File: config.mk
export PLATFORM = sky130hd
export DESIGN_NAME = scr_regs
export DESIGN_NICKNAME = d
export VERILOG_FILES = /design/src/scr_pkg.sv /design/src/scr_regs.sv
export VERILOG_INCLUDE_DIRS = /design/src
export SDC_FILE = /design/constraint.sdc
export NUM_CORES = 1
export LEC_CHECK = 0
export ABC_AREA = 1
export BUFFER_PORTS_ARGS = -buffer_cell sky130_fd_sc_hd__buf_2
export CAP_MARGIN = 20
export CORE_MARGIN = 4
export CORE_UTILIZATION = 45
export CTS_CLUSTER_SIZE = 40
export DETAILED_ROUTE_END_ITERATION = 10
export GPL_ROUTABILITY_DRIVEN = 0
export GPL_TIMING_DRIVEN = 0
export HOLD_SLACK_MARGIN = 0.05
export SKIP_CTS_REPAIR_TIMING = 1
export SLEW_MARGIN = 10
export SYNTH_ARGS = -nofsm -noshare
export SYNTH_HDL_FRONTEND = slang
export SYNTH_SLANG_ARGS = --single-unit
File: constraint.sdc
create_clock -name clk -period 2.15 [get_ports clk]
set_input_delay 0.1075 -clock clk [delete_from_list [all_inputs] [get_ports clk]]
set_output_delay 0.1075 -clock clk [all_outputs]
set_load 0.05 [all_outputs]
File: src/scr_consts.svh
// Offsets, field positions and reset values of the control registers
`ifndef SCR_CONSTS_SVH
`define SCR_CONSTS_SVH
`define SCR_OFS_DEVICE_IDENTITY   8'h00
`define SCR_OFS_SOFT_RESET        8'h01
`define SCR_OFS_GENERAL_CONFIG    8'h03
`define SCR_ID_ADDR_MSB           7
`define SCR_ID_ADDR_LSB           1
`define SCR_ID_SETTING_BIT        0
`define SCR_ID_SETTING_RESET      1'b0
`define SCR_RST_FULL_BIT          1
`define SCR_RST_CORE_BIT          0
`define SCR_GEN_RESET             8'hD2
`define SCR_GEN_CRC_BIT           7
`define SCR_GEN_AUTO_ACK_BIT      5
`define SCR_GEN_FILTER_BIT        4
`define SCR_GEN_PASS_BIT          3
`define SCR_GEN_PCLK_AUTO_BIT     1
`define SCR_GEN_RW_MASK           8'hBA
`define SCR_PORT1_ADDR_STEP       7'h01
`define SCR_BYTE_BITS             4'h8
`define SCR_READ_UNMAPPED         8'h00
`endif

File: src/scr_pkg.sv
// Types shared by the serializer control register bank
package scr_pkg;
  typedef enum logic [2:0] {
    SCR_IDLE, SCR_ADDR, SCR_PTR, SCR_WDATA, SCR_ACK, SCR_RDATA, SCR_RACK
  } scr_state_e;

  typedef struct packed {
    logic       crc_check_enable;
    logic       filter_enable;
    logic       pclk_auto_switch;
    logic [1:0] remote_write_auto_ack;
    logic [1:0] remote_nack_block;
    logic [1:0] auto_ack_all_remote;
    logic [1:0] pass_through;
  } scr_cfg_s;

  typedef struct packed {
    logic data_valid_strobe;
    logic horizontal_sync;
    logic vertical_sync;
  } scr_sync_s;
endpackage

File: src/scr_regs.sv
// Serializer control registers with their I2C serial control slave
`include "scr_consts.svh"
`timescale 1ns/1ps
`default_nettype none
module scr_regs
  import scr_pkg::*;
#(
  parameter int unsigned ADDR_W = 7
) (
  input  wire logic         clk,
  input  wire logic         reset,
  input  wire logic [6:0]   address_strap_pin,
  input  wire logic         second_port_enable,
  input  wire logic         second_port_select,
  input  wire logic         forward_all_remote,
  input  wire logic         scl_in,
  input  wire logic         sda_in,
  output logic              sda_out,
  output logic              sda_oe,
  input  wire scr_sync_s    sync_in,
  output scr_sync_s         sync_out,
  output scr_cfg_s          cfg,
  output logic [6:0]        port0_address,
  output logic [6:0]        port1_address,
  output logic              core_reset_pulse,
  output logic              restore_defaults_pulse
);
  if (ADDR_W != 7) begin : g_bad_width
    $error("scr_regs serves only seven-bit slave addresses");
  end
  // I2C engine state
  scr_state_e st_r, st_nxt, after_r, after_nxt;
  logic [3:0] cnt_r, cnt_nxt;
  logic [7:0] sh_r, sh_nxt, ptr_r, ptr_nxt;
  logic       drv_r, drv_nxt;
  logic       scl_q_r, sda_q_r;
  logic       wr_en;
  logic [7:0] rdata;
  // Register state, index 1 is the second port's copy
  logic [6:0] id_addr_r [2];
  logic [6:0] id_addr_nxt [2];
  logic       id_set_r, id_set_nxt;
  logic       crc_r, crc_nxt, filt_r, filt_nxt, pclk_r, pclk_nxt;
  logic [1:0] ack_r, ack_nxt, pass_r, pass_nxt;
  logic       full_rst_r, full_rst_nxt, core_rst_r, core_rst_nxt;
  logic       strap_done_r, strap_done_nxt;
  logic [6:0] strap_r, strap_nxt;
  logic       psel;
  // Filter state
  scr_sync_s  prev_r, prev_nxt, out_r, out_nxt;
  logic scl_rise, scl_fall, start_c, stop_c, hit0, hit1;
  assign scl_rise = scl_in & ~scl_q_r;
  assign scl_fall = ~scl_in & scl_q_r;
  assign start_c  = scl_in & scl_q_r & sda_q_r & ~sda_in;
  assign stop_c   = scl_in & scl_q_r & ~sda_q_r & sda_in;
  assign hit0     = sh_r[7:1] == port0_address;
  assign hit1     = second_port_enable && (sh_r[7:1] == port1_address);
  assign psel     = second_port_select;
  // Address in use per port
  always_comb begin
    port0_address = id_set_r ? id_addr_r[0] : strap_r;
    port1_address = id_set_r ? id_addr_r[1]
                             : strap_r + `SCR_PORT1_ADDR_STEP;
  end
  // Read data, reserved bits as reset value
  always_comb begin
    case (ptr_r)
      `SCR_OFS_DEVICE_IDENTITY: rdata = {id_addr_r[psel], id_set_r};
      `SCR_OFS_SOFT_RESET:      rdata = 8'h00;
      `SCR_OFS_GENERAL_CONFIG: begin
        rdata = `SCR_GEN_RESET & ~`SCR_GEN_RW_MASK;
        rdata[`SCR_GEN_CRC_BIT]       = crc_r;
        rdata[`SCR_GEN_AUTO_ACK_BIT]  = ack_r[psel];
        rdata[`SCR_GEN_FILTER_BIT]    = filt_r;
        rdata[`SCR_GEN_PASS_BIT]      = pass_r[psel];
        rdata[`SCR_GEN_PCLK_AUTO_BIT] = pclk_r;
      end
      default:                  rdata = `SCR_READ_UNMAPPED;
    endcase
  end
  // Serial control slave; its own state survives soft resets so an
  // acknowledge in flight is not cut short
  always_comb begin
    st_nxt    = st_r;
    after_nxt = after_r;
    cnt_nxt   = cnt_r;
    sh_nxt    = sh_r;
    ptr_nxt   = ptr_r;
    drv_nxt   = drv_r;
    wr_en     = 1'b0;
    if (start_c) begin
      st_nxt  = SCR_ADDR;
      cnt_nxt = 4'h0;
      drv_nxt = 1'b0;
    end else if (stop_c) begin
      st_nxt  = SCR_IDLE;
      drv_nxt = 1'b0;
    end else begin
      case (st_r)
        SCR_ADDR, SCR_PTR, SCR_WDATA: begin
          if (scl_rise && cnt_r != `SCR_BYTE_BITS) begin
            sh_nxt  = {sh_r[6:0], sda_in};
            cnt_nxt = cnt_r + 4'h1;
          end else if (scl_fall && cnt_r == `SCR_BYTE_BITS) begin
            drv_nxt = 1'b1;
            st_nxt  = SCR_ACK;
            if (st_r == SCR_ADDR) begin
              after_nxt = sh_r[0] ? SCR_RDATA : SCR_PTR;
              if (!(hit0 || hit1)) begin
                drv_nxt = 1'b0;
                st_nxt  = SCR_IDLE;
              end
            end else if (st_r == SCR_PTR) begin
              ptr_nxt   = sh_r;
              after_nxt = SCR_WDATA;
            end else begin
              wr_en     = 1'b1;
              ptr_nxt   = ptr_r + 8'h01;
              after_nxt = SCR_WDATA;
            end
          end
        end
        SCR_ACK: begin
          if (scl_fall) begin
            cnt_nxt = 4'h0;
            drv_nxt = 1'b0;
            st_nxt  = after_r;
            if (after_r == SCR_RDATA) begin
              sh_nxt  = rdata;
              ptr_nxt = ptr_r + 8'h01;
              drv_nxt = ~rdata[7];
              cnt_nxt = 4'h1;
            end
          end
        end
        SCR_RDATA: begin
          if (scl_fall) begin
            if (cnt_r == `SCR_BYTE_BITS) begin
              drv_nxt = 1'b0;
              st_nxt  = SCR_RACK;
            end else begin
              sh_nxt  = {sh_r[6:0], 1'b0};
              drv_nxt = ~sh_r[6];
              cnt_nxt = cnt_r + 4'h1;
            end
          end
        end
        SCR_RACK: begin
          if (scl_rise) begin
            after_nxt = SCR_RDATA;
            st_nxt    = sda_in ? SCR_IDLE : SCR_ACK;
          end
        end
        default: st_nxt = SCR_IDLE;
      endcase
    end
  end
  // Register bank
  always_comb begin
    id_addr_nxt    = id_addr_r;
    id_set_nxt     = id_set_r;
    crc_nxt        = crc_r;
    filt_nxt       = filt_r;
    pclk_nxt       = pclk_r;
    ack_nxt        = ack_r;
    pass_nxt       = pass_r;
    strap_nxt      = strap_r;
    strap_done_nxt = 1'b1;
    full_rst_nxt   = 1'b0;
    core_rst_nxt   = 1'b0;
    if (!strap_done_r) begin
      strap_nxt      = address_strap_pin;
      id_addr_nxt[0] = address_strap_pin;
      id_addr_nxt[1] = address_strap_pin + `SCR_PORT1_ADDR_STEP;
    end else if (full_rst_r) begin
      id_addr_nxt[0] = strap_r;
      id_addr_nxt[1] = strap_r + `SCR_PORT1_ADDR_STEP;
      id_set_nxt     = `SCR_ID_SETTING_RESET;
      crc_nxt        = 1'(`SCR_GEN_RESET >> `SCR_GEN_CRC_BIT);
      filt_nxt       = 1'(`SCR_GEN_RESET >> `SCR_GEN_FILTER_BIT);
      pclk_nxt       = 1'(`SCR_GEN_RESET >> `SCR_GEN_PCLK_AUTO_BIT);
      ack_nxt        = {2{1'(`SCR_GEN_RESET >> `SCR_GEN_AUTO_ACK_BIT)}};
      pass_nxt       = {2{1'(`SCR_GEN_RESET >> `SCR_GEN_PASS_BIT)}};
    end else if (core_rst_r) begin
      id_addr_nxt[0] = strap_r;
      id_addr_nxt[1] = strap_r + `SCR_PORT1_ADDR_STEP;
    end else if (wr_en) begin
      case (ptr_r)
        `SCR_OFS_DEVICE_IDENTITY: begin
          id_addr_nxt[psel] = sh_r[`SCR_ID_ADDR_MSB:`SCR_ID_ADDR_LSB];
          id_set_nxt        = sh_r[`SCR_ID_SETTING_BIT];
        end
        `SCR_OFS_SOFT_RESET: begin
          full_rst_nxt = sh_r[`SCR_RST_FULL_BIT];
          core_rst_nxt = sh_r[`SCR_RST_CORE_BIT];
        end
        `SCR_OFS_GENERAL_CONFIG: begin
          crc_nxt        = sh_r[`SCR_GEN_CRC_BIT];
          ack_nxt[psel]  = sh_r[`SCR_GEN_AUTO_ACK_BIT];
          filt_nxt       = sh_r[`SCR_GEN_FILTER_BIT];
          pass_nxt[psel] = sh_r[`SCR_GEN_PASS_BIT];
          pclk_nxt       = sh_r[`SCR_GEN_PCLK_AUTO_BIT];
        end
        default: ;
      endcase
    end
  end
  // Sync filter: a level passes only once seen on two samples in a row
  always_comb begin
    prev_nxt = sync_in;
    if (core_rst_r || full_rst_r) begin
      out_nxt = '0;
    end else if (!filt_r) begin
      out_nxt = sync_in;
    end else begin
      out_nxt = (sync_in & prev_r) | (out_r & (sync_in | prev_r));
    end
  end
  always_comb begin
    sync_out                  = out_r;
    sda_out                   = 1'b0;
    sda_oe                    = drv_r;
    core_reset_pulse          = core_rst_r | full_rst_r;
    restore_defaults_pulse    = core_rst_r | full_rst_r;
    cfg.crc_check_enable      = crc_r;
    cfg.filter_enable         = filt_r;
    cfg.pclk_auto_switch      = pclk_r;
    cfg.remote_write_auto_ack = ack_r;
    cfg.remote_nack_block     = ack_r;
    cfg.auto_ack_all_remote   = ack_r & {2{forward_all_remote}};
    cfg.pass_through          = pass_r;
  end
  always_ff @(posedge clk or posedge reset) begin
    if (reset) begin
      st_r         <= SCR_IDLE;
      after_r      <= SCR_IDLE;
      cnt_r        <= 4'h0;
      sh_r         <= 8'h00;
      ptr_r        <= 8'h00;
      drv_r        <= 1'b0;
      scl_q_r      <= 1'b1;
      sda_q_r      <= 1'b1;
      id_addr_r    <= '{default: 7'h00};
      id_set_r     <= `SCR_ID_SETTING_RESET;
      crc_r        <= 1'(`SCR_GEN_RESET >> `SCR_GEN_CRC_BIT);
      filt_r       <= 1'(`SCR_GEN_RESET >> `SCR_GEN_FILTER_BIT);
      pclk_r       <= 1'(`SCR_GEN_RESET >> `SCR_GEN_PCLK_AUTO_BIT);
      ack_r        <= 2'h0;
      pass_r       <= 2'h0;
      full_rst_r   <= 1'b0;
      core_rst_r   <= 1'b0;
      strap_done_r <= 1'b0;
      strap_r      <= 7'h00;
      prev_r       <= '0;
      out_r        <= '0;
    end else begin
      st_r         <= st_nxt;
      after_r      <= after_nxt;
      cnt_r        <= cnt_nxt;
      sh_r         <= sh_nxt;
      ptr_r        <= ptr_nxt;
      drv_r        <= drv_nxt;
      scl_q_r      <= scl_in;
      sda_q_r      <= sda_in;
      id_addr_r    <= id_addr_nxt;
      id_set_r     <= id_set_nxt;
      crc_r        <= crc_nxt;
      filt_r       <= filt_nxt;
      pclk_r       <= pclk_nxt;
      ack_r        <= ack_nxt;
      pass_r       <= pass_nxt;
      full_rst_r   <= full_rst_nxt;
      core_rst_r   <= core_rst_nxt;
      strap_done_r <= strap_done_nxt;
      strap_r      <= strap_nxt;
      prev_r       <= prev_nxt;
      out_r        <= out_nxt;
    end
  end
endmodule // scr_regs
`default_nettype wire

==> key figures <==
Setup path
  • Critical path type: reg -> reg
  • Dominant delay contributor by cell family on the critical path: simple AND/OR/NAND/NOR gates
  • Worst-path fanout max: 4
  • Worst path required time: 2.42 ns
  • Largest stage delay, worst path: 0.53 ns
  • Max stage delay cell, worst path: or4_4
  • CP Launch Type: register
  • Critical Path Sink Type: register
  • WP data arrival: 2.30 ns
  • Worst path bufs/invs: 3
  • Critical path, cell by cell: inv_1, ha_2, nand3_4, inv_2, nand4_1, buf_4, or4_4, nor2_1

Route
  • Vias: 4,331
  • Vias per cell: 5.50
  • WL per Instance: 16.6 µm
  • 1st-pass router iterations: 5
  • 1st-iter DRT viols: 310
  • Antenna Violating Nets Remaining: 0
  • WL final: 13,100 µm
  • DRC Markers: 0

Final layout
  • Nets: 678
  • Commonest non-fill, non-tap cell in the layout: nand2_1
  • Diode count: 0
  • Most frequent cells in the layout: nand2_1 (135), inv_1 (72), dfrtp_1 (61), o21ai_0 (60), buf_2 (51)
  • Final std cells w/o fill: 788
  • Layout cells sized above 1: 17.6%
  • Layout Area Growth over Synthesis: 17.5%

GRT
  • Largest net degree at the start of global routing: 58
  • Initial antenna violation count: 0
  • Total Routing Usage GR: 23.7%
  • Vias in the first global route: 4,155
  • First-pass GRT wire length: 21,100 µm
  • Grt ovf: 0

Outcome
  • Status: completed

Synth
  • FFs w/ async S/R, synth: 100%
  • Synthesized area: 0.00429 mm²
  • Synth Net Count: 612
  • Synthesized flop and latch total: 67
  • Post-Syn Area per Cell: 7.29 µm²
  • EDFF count, synth: 0
  • Primary FF master, synth: dfrtp_1
  • Leading area contributor after synthesis: dfrtp_1
  • Mapped Cells: 588
  • Distinct cell type count after synthesis: 38
  • Top cells by area, synth: dfrtp_1 (36%), nand2_1 (12%), o21ai_0 (7.8%)
  • Synthesis Warnings: 0
  • Synth top area share: 36.2%
  • Seq/Total Area, Yosys: 39.3%

STA
  • Final Cycle Share: 94.2%
  • Fin Clk Skew: 0.0137 ns
  • Minimum clock period after layout: 2.03 ns
  • Slew headroom: 61.5%
  • Fmax: 494 MHz
  • Final Hold Fails: 0
  • Worst-Margin Slew: 0.578 ns
  • Endpoints failing setup: 0
  • Max Slew Vio Count: 0

Power
  • Total power: 4.70 mW
  • VDD IR max: 0.000532 V
  • PwrDens: 933 mW/mm²
  • Pleak: 2.38 nW

Clocking
  • CTS root buffer: clkbuf_8
  • Clock transition at the registers of the reported paths: 0.08 ns
  • Sink Count: 67
  • CTS Buf Count: 9
  • CTS tree: done
  • Clk buf depth: 2
  • Worst skew pair latency: 0.34 ns
  • H-tree levels: 3

Die
  • Die X: 106 µm
  • FP Rows: 35
  • Die area: 0.0112 mm²
  • Core region area: 0.00924 mm²
  • # IOs: 49
  • Initial Utilization: 46.4%
  • Die H: 106 µm

Place
  • Buffers on Ports: 46
  • Placed cell count: 764
  • Detailed Place HPWL: 9830 µm

Flow run
  • MaxCap Viol Count: 0

Min path
  • Min-delay worst type: in -> reg
-- worst register-to-register path: cells and delay by family, from the launching register on --
kind / cells / cell delay, ns
DFF: 1 / 0.38
and+or+nand+nor: 4 / 0.97
adders and majority gates: 1 / 0.20
buffers and inverters: 3 / 0.41
-- flip-flops by register name (all words and copies together) (netlist names), 3 cells and up --
register	count
sh_r	8
ptr_r	8
prev_r	3
id_addr_r	14
sync_out	3
st_r	3
strap_r	7
after_r	3
cnt_r	4
-- final timing paths --
check                                      from  slack (ns)      endpoint  cells after the start
max                                    cnt_r[1]        0.12    full_rst_r                      8
min                        address_strap_pin[1]        0.03    strap_r[1]                      3
max reg2reg                            cnt_r[1]        0.12    full_rst_r                      8
min reg2reg                        id_addr_r[6]        0.51  id_addr_r[6]                      2
max in group asynchronous                 reset        1.36        pclk_r                      4
min in group asynchronous                 reset        0.22    after_r[1]                      3
-- cell type report --
class,count,area (µm²)
multi-input combinational,416,2220
clock buffer,13,139
sequential,67,1680
clock inverter,3,40.0
fill,912,4210
tap,129,161
inverter,83,314
buffer,21,135
timing repair buffer,56,343
-- synthesized netlist by cell type (7+ instances only) --
cell	n
inv_2	8
o21ai_0	67
o211ai_1	19
inv_1	75
o21ai_1	7
nor3_1	8
nor2_1	40
buf_4	11
a21oi_1	22
buf_2	7
xor2_1	14
nand2_1	137
nand3_1	51
ha_1	7
dfrtp_1	62
-- logic make-up after synthesis --
logic type | Yosys count | share of synthesized area, %
AO/OA/AOI/OAI | 145 | 20.5
AND/OR/NAND/NOR | 248 | 24.8
adder cells (fa/ha/maj) | 7 | 2.04
XOR/XNOR | 14 | 2.86
other | 2 | 0.175
flip-flops | 67 | 39.3
buffers and inverters | 105 | 10.4
-- layer usage --
| layer | routed length [µm] | share of wire (%) | GRT usage, % | up-vias |
|---|---|---|---|---|
| met5 | 0 | 0 | 0 | - |
| met4 | 222 | 1.7 | 7.31 | 0 |
| met3 | 1160 | 8.9 | 4.78 | 18 |
| met2 | 5690 | 44 | 35.6 | 207 |
| met1 | 5980 | 46 | 34.5 | 2008 |
| li1 | - | - | - | 2098 |
-- through the flow --
step | util (%) | area (µm²) | worst slack [ns] | setup TNS, ns | hold WS, ns
final | 54.5 | 5030 | 0.124 | 0 | 0.0334
after global routing | 54.5 | 5030 | -0.00946 | -0.0125 | 0.0641
after CTS | 52.9 | 4890 | -0.193 | -1.47 | -0.335
after detailed placement | 51.0 | 4710 | -0.105 | -0.734 | 0.0323
after global placement | 50.6 | 4680 | -0.572 | -35.56 | 0.233
after floorplan | - | 4290 | 0.0773 | 0 | 0.112
-- report_power, final --
group	internal [mW]	total [mW]	switching, mW	leakage (nW)
Clock	0.536	1.04	0.506	0.0914
Sequential	1.53	1.82	0.284	0.830
Combinational	0.571	1.84	1.27	1.46
Total	2.64	4.70	2.06	2.38
Power figures use the tool's default switching activity.
